## src/srp_defines.vh

```
/*
  Constants of the spectral result FIFO and persistence filter:
  register addresses, reset values, field positions and sizes.
  Assumes it is included by bare name from the design files.
*/
`ifndef SRP_DEFINES_VH
`define SRP_DEFINES_VH

// ----------------------------------------------------------------
// Register addresses
// ----------------------------------------------------------------
`define SRP_ADDR_PERSIST 8'hBD
`define SRP_ADDR_SRC_SEL 8'hFC
`define SRP_ADDR_FILL 8'hFD
`define SRP_ADDR_PORT_LO 8'hFE
`define SRP_ADDR_PORT_HI 8'hFF

// ----------------------------------------------------------------
// Reset values and fields
// ----------------------------------------------------------------
`define SRP_PERSIST_RST 4'h0
`define SRP_SRC_SEL_RST 7'h00
`define SRP_SRC_STATUS_BIT 0
`define SRP_SRC_CH0_BIT 1
`define SRP_SRC_W 7

// ----------------------------------------------------------------
// FIFO geometry
// ----------------------------------------------------------------
`define SRP_FIFO_AW 7
`define SRP_FIFO_DW 16
`define SRP_FIFO_DEPTH 8'h80

// ----------------------------------------------------------------
// Persistence counts and link
// ----------------------------------------------------------------
`define SRP_SPECTRAL_IRQ_PERSISTENCE_STEP 6'h05
`define SRP_SPECTRAL_IRQ_PERSISTENCE_OFFSET 4'h3
`define SRP_SPECTRAL_IRQ_PERSISTENCE_FOUR 6'h05
`define SRP_CNT_W 6
// Arbitrary bus address, not tied to any product
`define SRP_I2C_ADDR 7'h2A

`endif

```

## src/srp_top.v

```verilog
/*
  Spectral result FIFO with persistence filter, reached over an I2C
  target port sampled on core_clk.
  Assumes scl and sda come from pins; measurement inputs are on core_clk.
*/
// Operation
// Interrupt after configured run outside window
// Setting zero: every sample interrupts
// Codes 1-3 direct, 4 gives 5, then 5x(code-3)
// In-window sample clears the run counter
// Compare only the selected threshold channel
// FIFO is 128 entries of two bytes
// Entry into full FIFO: overflow, data dropped
// Data at FE/FF, pointer wraps FF to FE
// Reads of any length accepted
// Reading FF advances pointer, lowers fill
// Block reads update once per entry
// Empty FIFO reads return zero
// Data indication while unread data held
// Fill count reports unread entries 0..128
// Source bits 1-6 store channels 0-5
// Source bit 0 stores the status byte
// Host enables status source with auto gain
// Reading count or source keeps FIFO intact
`include "srp_defines.vh"
`default_nettype none

module srp_top (
  // Clock and reset
  input wire core_clk,
  input wire rst,
  // Serial link
  input wire scl,
  input wire sda_in,
  output reg sda_out,
  output reg sda_oe,
  // Measurement results
  input wire sample_valid,
  input wire [7:0] measurement_status_byte,
  input wire [95:0] channel_data,
  // Threshold settings
  input wire [15:0] spectral_low_threshold,
  input wire [15:0] spectral_high_threshold,
  input wire [2:0] threshold_channel_select,
  // Indications
  output wire spectral_irq,
  output reg fifo_data_irq,
  output reg fifo_overflow
);

  localparam [3:0] ST_IDLE = 4'h0;
  localparam [3:0] ST_ADDR = 4'h1;
  localparam [3:0] ST_ADDR_ACK = 4'h2;
  localparam [3:0] ST_REG = 4'h3;
  localparam [3:0] ST_REG_ACK = 4'h4;
  localparam [3:0] ST_WDATA = 4'h5;
  localparam [3:0] ST_WACK = 4'h6;
  localparam [3:0] ST_RDATA = 4'h7;
  localparam [3:0] ST_RACK = 4'h8;

  // Link synchronisers
  reg scl_s1, scl_s2, scl_d;
  reg sda_s1, sda_s2, sda_d;
  wire scl_rise, scl_fall, bus_start, bus_stop;

  // Serial engine
  reg [3:0] state;
  reg [3:0] bit_cnt;
  reg [7:0] shreg;
  reg [7:0] tx;
  reg [7:0] reg_ptr;
  reg rw;
  reg acked;
  reg pop_req;
  reg src_wr;
  reg [3:0] persistence_count_code;
  reg [`SRP_SRC_W-1:0] fifo_source_select;

  // FIFO control
  reg [7:0] fifo_fill_count;
  reg [`SRP_FIFO_AW-1:0] wr_ptr;
  reg [`SRP_FIFO_AW-1:0] rd_ptr;
  reg [`SRP_SRC_W-1:0] wr_pending;
  reg [7:0] snap_status;
  reg [95:0] snap_ch;
  wire [`SRP_FIFO_DW-1:0] head;
  wire [`SRP_SRC_W-1:0] wr_pick;
  wire [`SRP_FIFO_DW-1:0] wr_entry;
  wire push, fifo_full, wr_ok;
  reg [7:0] next_fill;

  // Read decode
  wire [7:0] rd_byte;
  wire rd_pop;
  wire [7:0] ptr_next;
  wire [15:0] sel_sample;

  // ----------------------------------------------------------------
  // Functions
  // ----------------------------------------------------------------
  function [`SRP_SRC_W-1:0] lowest_bit;
    input [`SRP_SRC_W-1:0] v;
    begin
      lowest_bit = v & (~v + 7'h01);
    end
  endfunction

  function [15:0] chan_of;
    input [2:0] idx;
    input [95:0] bus;
    begin
      case (idx)
        3'h1: chan_of = bus[31:16];
        3'h2: chan_of = bus[47:32];
        3'h3: chan_of = bus[63:48];
        3'h4: chan_of = bus[79:64];
        3'h5: chan_of = bus[95:80];
        default: chan_of = bus[15:0];
      endcase
    end
  endfunction

  function [7:0] reg_read;
    input [7:0] addr;
    input [3:0] spectral_irq_persistence;
    input [`SRP_SRC_W-1:0] src;
    input [7:0] fill;
    input [15:0] word;
    begin
      case (addr)
        `SRP_ADDR_PERSIST: reg_read = {4'h0, spectral_irq_persistence};
        `SRP_ADDR_SRC_SEL: reg_read = {1'b0, src};
        `SRP_ADDR_FILL: reg_read = fill;
        `SRP_ADDR_PORT_LO: reg_read = (fill != 8'h00) ? word[7:0] : 8'h00;
        `SRP_ADDR_PORT_HI: reg_read = (fill != 8'h00) ? word[15:8] : 8'h00;
        default: reg_read = 8'h00;
      endcase
    end
  endfunction

  // ----------------------------------------------------------------
  // Link sampling
  // ----------------------------------------------------------------
  always @(posedge core_clk or posedge rst) begin
    if (rst) begin
      scl_s1 <= 1'b1;
      scl_s2 <= 1'b1;
      scl_d <= 1'b1;
      sda_s1 <= 1'b1;
      sda_s2 <= 1'b1;
      sda_d <= 1'b1;
    end else begin
      scl_s1 <= scl;
      scl_s2 <= scl_s1;
      scl_d <= scl_s2;
      sda_s1 <= sda_in;
      sda_s2 <= sda_s1;
      sda_d <= sda_s2;
    end
  end

  assign scl_rise = scl_s2 & ~scl_d;
  assign scl_fall = ~scl_s2 & scl_d;
  assign bus_start = scl_s2 & scl_d & sda_d & ~sda_s2;
  assign bus_stop = scl_s2 & scl_d & ~sda_d & sda_s2;

  // ----------------------------------------------------------------
  // Read decode
  // ----------------------------------------------------------------
  assign rd_byte = reg_read(reg_ptr, persistence_count_code, fifo_source_select,
                            fifo_fill_count, head);
  assign rd_pop = (reg_ptr == `SRP_ADDR_PORT_HI) && (fifo_fill_count != 8'h00);
  assign ptr_next = (reg_ptr == `SRP_ADDR_PORT_HI) ? `SRP_ADDR_PORT_LO :
                    reg_ptr + 8'h01;

  // ----------------------------------------------------------------
  // Serial engine
  // ----------------------------------------------------------------
  always @(posedge core_clk or posedge rst) begin
    if (rst) begin
      state <= ST_IDLE;
      bit_cnt <= 4'h0;
      shreg <= 8'h00;
      tx <= 8'h00;
      reg_ptr <= 8'h00;
      rw <= 1'b0;
      acked <= 1'b0;
      pop_req <= 1'b0;
      src_wr <= 1'b0;
      sda_oe <= 1'b0;
      sda_out <= 1'b0;
      persistence_count_code <= `SRP_PERSIST_RST;
      fifo_source_select <= `SRP_SRC_SEL_RST;
    end else begin
      pop_req <= 1'b0;
      src_wr <= 1'b0;
      sda_out <= 1'b0;
      if (bus_start) begin
        state <= ST_ADDR;
        bit_cnt <= 4'h0;
        sda_oe <= 1'b0;
      end else if (bus_stop) begin
        state <= ST_IDLE;
        sda_oe <= 1'b0;
      end else if (scl_rise) begin
        if (state == ST_ADDR || state == ST_REG || state == ST_WDATA) begin
          shreg <= {shreg[6:0], sda_s2};
          bit_cnt <= bit_cnt + 4'h1;
        end else if (state == ST_RACK) begin
          acked <= ~sda_s2;
        end
      end else if (scl_fall) begin
        case (state)
          ST_ADDR: begin
            if (bit_cnt == 4'h8) begin
              if (shreg[7:1] == `SRP_I2C_ADDR) begin
                sda_oe <= 1'b1;
                rw <= shreg[0];
                state <= ST_ADDR_ACK;
              end else begin
                state <= ST_IDLE;
              end
            end
          end
          ST_ADDR_ACK: begin
            if (rw) begin
              tx <= {rd_byte[6:0], 1'b0};
              sda_oe <= ~rd_byte[7];
              pop_req <= rd_pop;
              reg_ptr <= ptr_next;
              bit_cnt <= 4'h1;
              state <= ST_RDATA;
            end else begin
              sda_oe <= 1'b0;
              bit_cnt <= 4'h0;
              state <= ST_REG;
            end
          end
          ST_REG: begin
            if (bit_cnt == 4'h8) begin
              reg_ptr <= shreg;
              sda_oe <= 1'b1;
              state <= ST_REG_ACK;
            end
          end
          ST_REG_ACK, ST_WACK: begin
            sda_oe <= 1'b0;
            bit_cnt <= 4'h0;
            state <= ST_WDATA;
          end
          ST_WDATA: begin
            if (bit_cnt == 4'h8) begin
              if (reg_ptr == `SRP_ADDR_PERSIST) begin
                persistence_count_code <= shreg[3:0];
              end
              if (reg_ptr == `SRP_ADDR_SRC_SEL) begin
                fifo_source_select <= shreg[`SRP_SRC_W-1:0];
                src_wr <= 1'b1;
              end
              reg_ptr <= ptr_next;
              sda_oe <= 1'b1;
              state <= ST_WACK;
            end
          end
          ST_RDATA: begin
            if (bit_cnt == 4'h8) begin
              sda_oe <= 1'b0;
              state <= ST_RACK;
            end else begin
              sda_oe <= ~tx[7];
              tx <= {tx[6:0], 1'b0};
              bit_cnt <= bit_cnt + 4'h1;
            end
          end
          ST_RACK: begin
            if (acked) begin
              // Unlimited block length: keep serving while acknowledged
              tx <= {rd_byte[6:0], 1'b0};
              sda_oe <= ~rd_byte[7];
              pop_req <= rd_pop;
              reg_ptr <= ptr_next;
              bit_cnt <= 4'h1;
              state <= ST_RDATA;
            end else begin
              state <= ST_IDLE;
            end
          end
          default: begin
            sda_oe <= 1'b0;
            state <= ST_IDLE;
          end
        endcase
      end
    end
  end

  // ----------------------------------------------------------------
  // FIFO writer
  // ----------------------------------------------------------------
  assign wr_pick = lowest_bit(wr_pending);
  assign wr_entry = wr_pick[`SRP_SRC_STATUS_BIT] ? {8'h00, snap_status} :
                    wr_pick[2] ? snap_ch[31:16] :
                    wr_pick[3] ? snap_ch[47:32] :
                    wr_pick[4] ? snap_ch[63:48] :
                    wr_pick[5] ? snap_ch[79:64] :
                    wr_pick[6] ? snap_ch[95:80] :
                    snap_ch[15:0];
  assign push = (wr_pending != 7'h00);
  assign fifo_full = (fifo_fill_count == `SRP_FIFO_DEPTH);
  assign wr_ok = push & ~fifo_full;

  always @(posedge core_clk or posedge rst) begin
    if (rst) begin
      wr_pending <= 7'h00;
      snap_status <= 8'h00;
      snap_ch <= 96'h0;
    end else begin
      if (!push) begin
        if (sample_valid) begin
          wr_pending <= fifo_source_select;
          snap_status <= measurement_status_byte;
          snap_ch <= channel_data;
        end
      end else begin
        wr_pending <= wr_pending & ~wr_pick;
      end
    end
  end

  // ----------------------------------------------------------------
  // FIFO pointers and level
  // ----------------------------------------------------------------
  always @* begin
    next_fill = fifo_fill_count;
    if (wr_ok && !pop_req) begin
      next_fill = fifo_fill_count + 8'h01;
    end else if (!wr_ok && pop_req) begin
      next_fill = fifo_fill_count - 8'h01;
    end
  end

  always @(posedge core_clk or posedge rst) begin
    if (rst) begin
      fifo_fill_count <= 8'h00;
      wr_ptr <= 7'h00;
      rd_ptr <= 7'h00;
      fifo_data_irq <= 1'b0;
      fifo_overflow <= 1'b0;
    end else begin
      fifo_fill_count <= next_fill;
      fifo_data_irq <= (next_fill != 8'h00);
      if (wr_ok) begin
        wr_ptr <= wr_ptr + 7'h01;
      end
      if (pop_req) begin
        rd_ptr <= rd_ptr + 7'h01;
      end
      if (push && fifo_full) begin
        fifo_overflow <= 1'b1;
      end else if (src_wr) begin
        fifo_overflow <= 1'b0;
      end
    end
  end

  srp_fifo_mem u_mem (
    .core_clk(core_clk),
    .wr_en(wr_ok),
    .wr_addr(wr_ptr),
    .wr_data(wr_entry),
    .rd_addr(rd_ptr),
    .rd_data(head)
  );

  // ----------------------------------------------------------------
  // Persistence filter
  // ----------------------------------------------------------------
  assign sel_sample = chan_of(threshold_channel_select, channel_data);

  srp_persist u_persist (
    .core_clk(core_clk),
    .rst(rst),
    .sample_valid(sample_valid),
    .sample(sel_sample),
    .spectral_low_threshold(spectral_low_threshold),
    .spectral_high_threshold(spectral_high_threshold),
    .persistence_count_code(persistence_count_code),
    .spectral_irq(spectral_irq)
  );

endmodule
`default_nettype wire

```

## src/srp_fifo_mem.v

```verilog
/*
  Result FIFO storage: 128 words of 16 bits, one write port and one
  read port whose data come out of a register.
  Assumes pointers and full/empty handling are done by the caller.
*/
`include "srp_defines.vh"
`default_nettype none

module srp_fifo_mem (
  // Clock
  input wire core_clk,
  // Write side
  input wire wr_en,
  input wire [`SRP_FIFO_AW-1:0] wr_addr,
  input wire [`SRP_FIFO_DW-1:0] wr_data,
  // Read side
  input wire [`SRP_FIFO_AW-1:0] rd_addr,
  output reg [`SRP_FIFO_DW-1:0] rd_data
);

  reg [`SRP_FIFO_DW-1:0] store [0:(1<<`SRP_FIFO_AW)-1];

  // ----------------------------------------------------------------
  // Storage
  // ----------------------------------------------------------------
  always @(posedge core_clk) begin
    if (wr_en) begin
      store[wr_addr] <= wr_data;
    end
    rd_data <= store[rd_addr];
  end

endmodule
`default_nettype wire

```

## src/srp_persist.v

```verilog
/*
  Spectral interrupt persistence filter on one selected channel.
  Assumes samples and thresholds come from logic on core_clk.
*/
`include "srp_defines.vh"
`default_nettype none

module srp_persist (
  // Clock and reset
  input wire core_clk,
  input wire rst,
  // Sample stream
  input wire sample_valid,
  input wire [15:0] sample,
  // Window and setting
  input wire [15:0] spectral_low_threshold,
  input wire [15:0] spectral_high_threshold,
  input wire [3:0] persistence_count_code,
  // Event
  output reg spectral_irq
);

  reg [`SRP_CNT_W-1:0] run_cnt;
  wire out_of_range;
  wire [`SRP_CNT_W-1:0] need;
  wire [`SRP_CNT_W-1:0] next_cnt;

  // ----------------------------------------------------------------
  // Required run length
  // ----------------------------------------------------------------
  function [`SRP_CNT_W-1:0] need_of;
    input [3:0] code;
    reg [3:0] over;
    begin
      over = code - `SRP_SPECTRAL_IRQ_PERSISTENCE_OFFSET;
      if (code <= `SRP_SPECTRAL_IRQ_PERSISTENCE_OFFSET) begin
        need_of = {2'b00, code};
      end else if (code == 4'h4) begin
        need_of = `SRP_SPECTRAL_IRQ_PERSISTENCE_FOUR;
      end else begin
        need_of = `SRP_SPECTRAL_IRQ_PERSISTENCE_STEP * {2'b00, over};
      end
    end
  endfunction

  assign need = need_of(persistence_count_code);
  assign out_of_range = (sample < spectral_low_threshold) ||
                        (sample > spectral_high_threshold);
  assign next_cnt = run_cnt + 6'h01;

  // ----------------------------------------------------------------
  // Run counter
  // ----------------------------------------------------------------
  always @(posedge core_clk or posedge rst) begin
    if (rst) begin
      run_cnt <= 6'h00;
      spectral_irq <= 1'b0;
    end else begin
      spectral_irq <= 1'b0;
      if (sample_valid) begin
        if (persistence_count_code == 4'h0) begin
          spectral_irq <= 1'b1;
          run_cnt <= 6'h00;
        end else if (!out_of_range) begin
          run_cnt <= 6'h00;
        end else if (next_cnt >= need) begin
          spectral_irq <= 1'b1;
          run_cnt <= 6'h00;
        end else begin
          run_cnt <= next_cnt;
        end
      end
    end
  end

endmodule
`default_nettype wire

```

## config.mk

```make
export PLATFORM = sky130hd
export DESIGN_NAME = srp_top
export DESIGN_NICKNAME = d
export VERILOG_FILES = /design/src/srp_top.v /design/src/srp_fifo_mem.v /design/src/srp_persist.v
export VERILOG_INCLUDE_DIRS = /design/src /design/src/src
export SDC_FILE = /design/constraint.sdc
export NUM_CORES = 2
export LEC_CHECK = 0
export ABC_AREA = 1
export BUFFER_PORTS_ARGS = -buffer_cell sky130_fd_sc_hd__buf_2
export CAP_MARGIN = 0
export CORE_ASPECT_RATIO = 1.1
export CORE_MARGIN = 8
export CORE_UTILIZATION = 55
export CTS_BUF_LIST = sky130_fd_sc_hd__clkbuf_16
export DETAILED_ROUTE_END_ITERATION = 10
export PLACE_DENSITY = 0.77
export RECOVER_POWER = 50
export SLEW_MARGIN = 15
export SYNTH_ARGS = -nofsm -noshare
export SYNTH_HDL_FRONTEND = slang
export SYNTH_SLANG_ARGS = --single-unit
```

## constraint.sdc

```tcl
create_clock -name core_clk -period 8.1 [get_ports core_clk]
set_input_delay 0.81 -clock core_clk [delete_from_list [all_inputs] [get_ports core_clk]]
set_output_delay 0.81 -clock core_clk [all_outputs]
set_load 0.03 [all_outputs]
```

# After elaboration in Yosys (flattened, before gate mapping)
# Memories as Yosys holds them, arrays and structs flattened. A register that Yosys moved wholly into a read port is not among the register bits.
# Index checks and enable logic that the tools add are counted.
# op_classes
n_addsub	9
multipliers	1
n_div	0
magnitude_cmp	4
eq_ne	39
shifts	0
muxes	83
n_bitwise	24
reduce_logical	33
# ops
operator	n
$mux 16	6
$mux 8	12
$pmux 16 s5	1
$mux 4	15
$eq 8x8->1 const B	6
$pmux 8 s5	1
$mux 1	32
$pmux 8 s4	1
$mux 6	5
$pmux 4 s7	1
$pmux 8 s3	1
$add 7x1->7 const B	3
$reduce_and 7->1	3
$eq 4x3->1 const B	5
$reduce_and 6->1	3
$add 8x1->8 const B	2
$gt 16x16->1	1
$lt 16x16->1	1
$ne 4x3->1 const B	4
$ne 4x4->1 const B	4
$pmux 4 s4	1
$reduce_bool 8->1	2
$and 7x7->7	2
$mux 7	2
other kinds (40)	79
# word_totals
ff_bits	196
latch_bits	0
mem_bits_rw	2048
mem_bits_ro	0
out_inout_bits	5
mem_count	1
# mem_list
memory	words	word_bits	rd	rd_clocked_by_memory_dff	write_ports	line	rtl
u_mem.store	128	16	1	1	1	srp_fifo_mem.v:21	reg [`SRP_FIFO_DW-1:0] store [0:(1<<`SRP_FIFO_AW)-1];

# Depth between registers and ports, before layout
# logic_depth
ltp_word	10
ltp_mapped	20

# By module
# Synthesis repeated with hierarchy kept, for this count alone.
# unflattened
hier_cells	8311
hier_area_um2	94889.8
# modules_own_cells
mod	instances	cells_each	area_each_um2	seq_area_each_um2
srp_fifo_mem	1	6793	82828.2	61819.3
srp_top	1	1296	10527.6	4712.0
srp_persist	1	222	1534.0	175.2

# Worst setup path before layout
# Ideal clock, no wire load.
# synth_timing
path_type	register -> register
start	register wr_pending[0]
end	memory u_mem.store[0][1] in the netlist's numbering (data pin)
t_arrival_ps	6602
setup_slack_ps	302
path_stages_with_launch	14
path_cell_list	dfrtp_1 > nor2_4 > nand2_4 > inv_4 > nand2_4 > nor2_2 > nand2_2 > nand2_1 > o21ai_0 > o21ai_0 > o21ai_0 > nand3_1 > o21ai_0 > o21ai_0
# synth_via
elab_chain_cells	9
# synth_lines
element	line	rtl
start: declaration	srp_top.v:83	reg [`SRP_SRC_W-1:0] wr_pending;
start signal: assignment	srp_top.v:320	wr_pending <= fifo_source_select;
start signal: assignment	srp_top.v:325	wr_pending <= wr_pending & ~wr_pick;
$not 7->7	srp_top.v:104	lowest_bit = v & (~v + 7'h01);
$add 7x1->7	srp_top.v:104	
$and 7x7->7 (*)	srp_top.v:104	
$mux 16	srp_top.v:306	wr_pick[6] ? snap_ch[95:80] :
$mux 16	srp_top.v:305	wr_pick[5] ? snap_ch[79:64] :
$mux 16	srp_top.v:304	wr_pick[4] ? snap_ch[63:48] :
$mux 16	srp_top.v:303	wr_pick[3] ? snap_ch[47:32] :
$mux 16	srp_top.v:302	wr_pick[2] ? snap_ch[31:16] :
$mux 16 (*)	srp_top.v:301	assign wr_entry = wr_pick[`SRP_SRC_STATUS_BIT] ? {8'h00, snap_status} :
via u_mem.wr_data[1]	srp_fifo_mem.v:15	input wire [`SRP_FIFO_DW-1:0] wr_data,
end: declaration	srp_fifo_mem.v:21	
# The timed path passes the listed nets; every way through them passes the cells marked *.

==> metrics.log <==
INFO  metric status = finished, violations left
INFO  metric violations = max-capacitance violations, max-slew violations
INFO  metric avgSynthCellArea = 12.5 um2
INFO  metric synth_enable_flop_cells = 2048
INFO  metric route.vias.total = 63000
INFO  metric floorplan.rows = 157
INFO  metric tritoncts.num_buffers = 205
INFO  metric layout.nets = 7601
INFO  metric maxSlewViolCount = 851
INFO  metric synth-seq-area-share = 0.727
INFO  metric grt_max_degree = 202
INFO  metric drt-pass1-iter-count = 7
INFO  metric placed_cells = 9417
INFO  metric synthesis.yosys.warnings = 0
INFO  metric hold_class = in2reg
INFO  metric p_switching = 4.81 mW
INFO  metric initial_core_util = 0.553
INFO  metric coreArea = 166000 um2
INFO  metric remaining_drc_errors = 0
INFO  metric setup_total_negative_slack = 0 ns
INFO  metric cp-end-kind = flip-flop
INFO  metric postRouteWirelength = 251000 um
INFO  metric hold_viol = 0
INFO  metric design_internal_power = 18.3 mW
INFO  metric final.period_utilization = 0.785
INFO  metric post_cts_setup_bufs = 0
INFO  metric cp_data_arrival_time = 7.07 ns
INFO  metric power.density_cell_area = 228 nW/um2
INFO  metric comb_power_share = 0.029
INFO  metric max-cap-violations = 24
INFO  metric die-width = 405 um
INFO  metric drt-initial-drc-count = 9455
INFO  metric place_hpwl = 137000 um
INFO  metric cts_hold_repair.buffers = 0
INFO  metric tritoncts = done
INFO  metric grt_pass1_vias = 60800
INFO  metric cts-htree-levels = 4
INFO  metric maximum_fanout_along_the_worst_path = 47
INFO  metric tightest_slew = 5.61 ns
INFO  metric swShare = 0.208
INFO  metric synth_top_flop_cell = sky130_fd_sc_hd__edfxtp_1
INFO  metric clk_pin_slew = 0.07 ns
INFO  metric setup_repair_after_global_routing_missed_its_margin = no
INFO  metric slowest_delay = 2.17 ns
INFO  metric place.gp.congestion = 0.919
INFO  metric detail_route.wl_per_cell = 25.6 um
INFO  metric max-vdd-ir-drop = 0.238 mV
INFO  metric max_clock_freq = 157 MHz
INFO  metric timing_worst_setup_path_type = reg2reg
INFO  metric postRouteAntennaNets = 0
INFO  metric clockRootBuffer = sky130_fd_sc_hd__clkbuf_16
INFO  metric slew_headroom = -2.76
INFO  metric seqPwrFrac = 0.561
INFO  metric global_route_wire_length_before_repair = 369000 um
INFO  metric clk-insertion-delay-late = 0.86 ns
INFO  metric async_flop_share = 0.0863
INFO  metric placement.io_buffers = 147
INFO  metric pwr-share-clk = 0.410
INFO  metric area_growth_syn_to_fin = 10.4%
INFO  metric post_route_cells_drive_above_1_share = 0.0837
INFO  metric die_h = 444 um
INFO  metric post_cts_resize_count = 0
INFO  metric leakage = 34.2 nW
INFO  metric max-clock-path-buffers = 3
INFO  metric cp_required = 8.81 ns
INFO  metric cp_cell_sequence = clkinvlp_2 > clkbuf_1 > o221ai_1 > nand3_1 > nand2_1 > nand2_1 > nand3_1 > a21oi_1 > a21oi_1
INFO  metric finalSetupViolations = 0
INFO  metric n_fill_cell = 12100
INFO  metric syn-cell-area = 91700 um2
INFO  metric synth_cell_type_count = 64
INFO  metric stdcell_count = 9802
INFO  metric numClockSinks = 2259
INFO  metric timing.clock.skew = 0.0580 ns
INFO  metric period_needed = 6.36 ns
INFO  metric critical_path.startpoint_type = flip-flop
INFO  metric synth_cells = 7336
INFO  metric fp.dieArea = 180000 um2
INFO  metric syn_nets = 7538
INFO  metric grt.overflow.total = 0
INFO  metric synth-seq-cells = 2259
INFO  metric grt_antenna_before_repair = 5
INFO  metric critical-path-slowest-cell = sky130_fd_sc_hd__clkbuf_1
INFO  metric floorplan.io_pins = 149
INFO  metric detail_route.vias_per_cell = 6.42
INFO  metric grtUsageTotal = 0.268
## cell usage after synthesis (54+ instances only)
cell / n / share of area
sky130_fd_sc_hd__a21oi_1: 113 / 0.0062
sky130_fd_sc_hd__buf_2: 96 / 0.0052
sky130_fd_sc_hd__clkbuf_1: 381 / 0.016
sky130_fd_sc_hd__dfrtp_1: 189 / 0.052
sky130_fd_sc_hd__edfxtp_1: 2048 / 0.67
sky130_fd_sc_hd__ha_1: 57 / 0.0078
sky130_fd_sc_hd__inv_1: 212 / 0.0087
sky130_fd_sc_hd__mux2_2: 58 / 0.0071
sky130_fd_sc_hd__nand2_1: 397 / 0.016
sky130_fd_sc_hd__nand3_1: 145 / 0.0079
sky130_fd_sc_hd__nor2_1: 1417 / 0.058
sky130_fd_sc_hd__o211ai_1: 54 / 0.0044
sky130_fd_sc_hd__o21ai_0: 1327 / 0.072
sky130_fd_sc_hd__o221ai_1: 195 / 0.019
sky130_fd_sc_hd__o22ai_1: 410 / 0.028
## sequential cells by signal, summed over array words and instances, names as in the netlist, 8 cells and up
register	flops
u_mem.store	2048
reg_ptr	8
snap_ch	96
snap_status	8
shreg	8
u_mem.rd_data	16
fifo_fill_count	8
## per-layer routing
| layer | GRT usage | share of wire | up-vias |
|---|---|---|---|
| li1 | - | - | 27300 |
| met1 | 0.346 | 0.36 | 30800 |
| met2 | 0.427 | 0.47 | 4209 |
| met3 | 0.0547 | 0.12 | 741 |
| met4 | 0.149 | 0.061 | 6 |
| met5 | 0 | 0.00014 | - |
## path summary, 6_finish.rpt
check | from | endpoint | slack (ns) | cells past startpoint
min in group asynchronous | rst | u_persist.run_cnt[2] | 1.72 | 2
min reg2reg | scl_s1 | scl_s2 | 0.36 | 0
max in group asynchronous | rst | snap_ch[4] | 2.88 | 3
max reg2reg | rd_ptr[2] | u_mem.rd_data[11] | 1.74 | 9
max | rd_ptr[2] | u_mem.rd_data[11] | 1.74 | 9
min | sda_in | sda_s1 | 0.07 | 1
## layout make-up
type	instances	area, um2	area share
timing repair buffer	358	2080	0.0205
clock inverter	173	1420	0.0140
inverter	218	840	0.00829
tap	2226	2790	0.0275
sequential	2259	66700	0.659
clock buffer	208	5200	0.0514
antenna	3	7.51	0.0000741
multi-input combinational	4357	22300	0.220
## stage by stage
stage               total power [mW]  utilization  cell area, um2  hold slack, ns  worst slack, ns
global route                    23.7        0.610          101000          0.0268             1.61
global placement                13.9        0.574           95200           0.346             3.48
detailed placement              13.9        0.574           95200           0.349             3.41
finish                          23.1        0.610          101000          0.0700             1.74
floorplan                       13.6            -           91700           0.345            0.302
CTS                             23.2        0.613          102000         0.00453             3.37
## cells in the final DEF, fill, tap and decap left out, types with 145 or more instances in the layout
cell type	n
sky130_fd_sc_hd__clkbuf_16	208
sky130_fd_sc_hd__nand2_1	398
sky130_fd_sc_hd__nor2_1	1417
sky130_fd_sc_hd__dfrtp_1	185
sky130_fd_sc_hd__o221ai_1	195
sky130_fd_sc_hd__o22ai_1	410
sky130_fd_sc_hd__nand3_1	145
sky130_fd_sc_hd__inv_1	245
sky130_fd_sc_hd__edfxtp_1	2048
sky130_fd_sc_hd__o21ai_0	1326
## cells by family after synthesis
family,count (synthesis),synth area share
XOR/XNOR,25,0.00239
flip-flops,2259,0.727
multiplexers,60,0.00734
AND/OR/NAND/NOR,2023,0.0868
adder cells (fa/ha/maj),58,0.00799
other,1,0.0000409
AO/OA/AOI/OAI,2190,0.137
buffers and inverters,720,0.0310
## power by group through the flow
| stage | clock network (mW) | registers [mW] | logic [mW] |
|---|---|---|---|
| final | 9.50 | 13.0 | 0.662 |
| after global routing | 10.0 | 13.0 | 0.719 |
| after CTS | 9.57 | 13.0 | 0.653 |
| after detailed placement | 0 | 13.2 | 0.651 |
| after global placement | 0 | 13.2 | 0.627 |
| after floorplan | 0 | 13.3 | 0.351 |
## critical path: cells and delay by family (launching register included)
| kind | cells | cell delay (ns) |
|---|---|---|
| flops | 1 | 0.63 |
| buf+inv | 2 | 3.75 |
| simple gates | 4 | 0.84 |
| compound gates | 3 | 0.89 |
No activity file was read; power rests on OpenSTA's default activity.
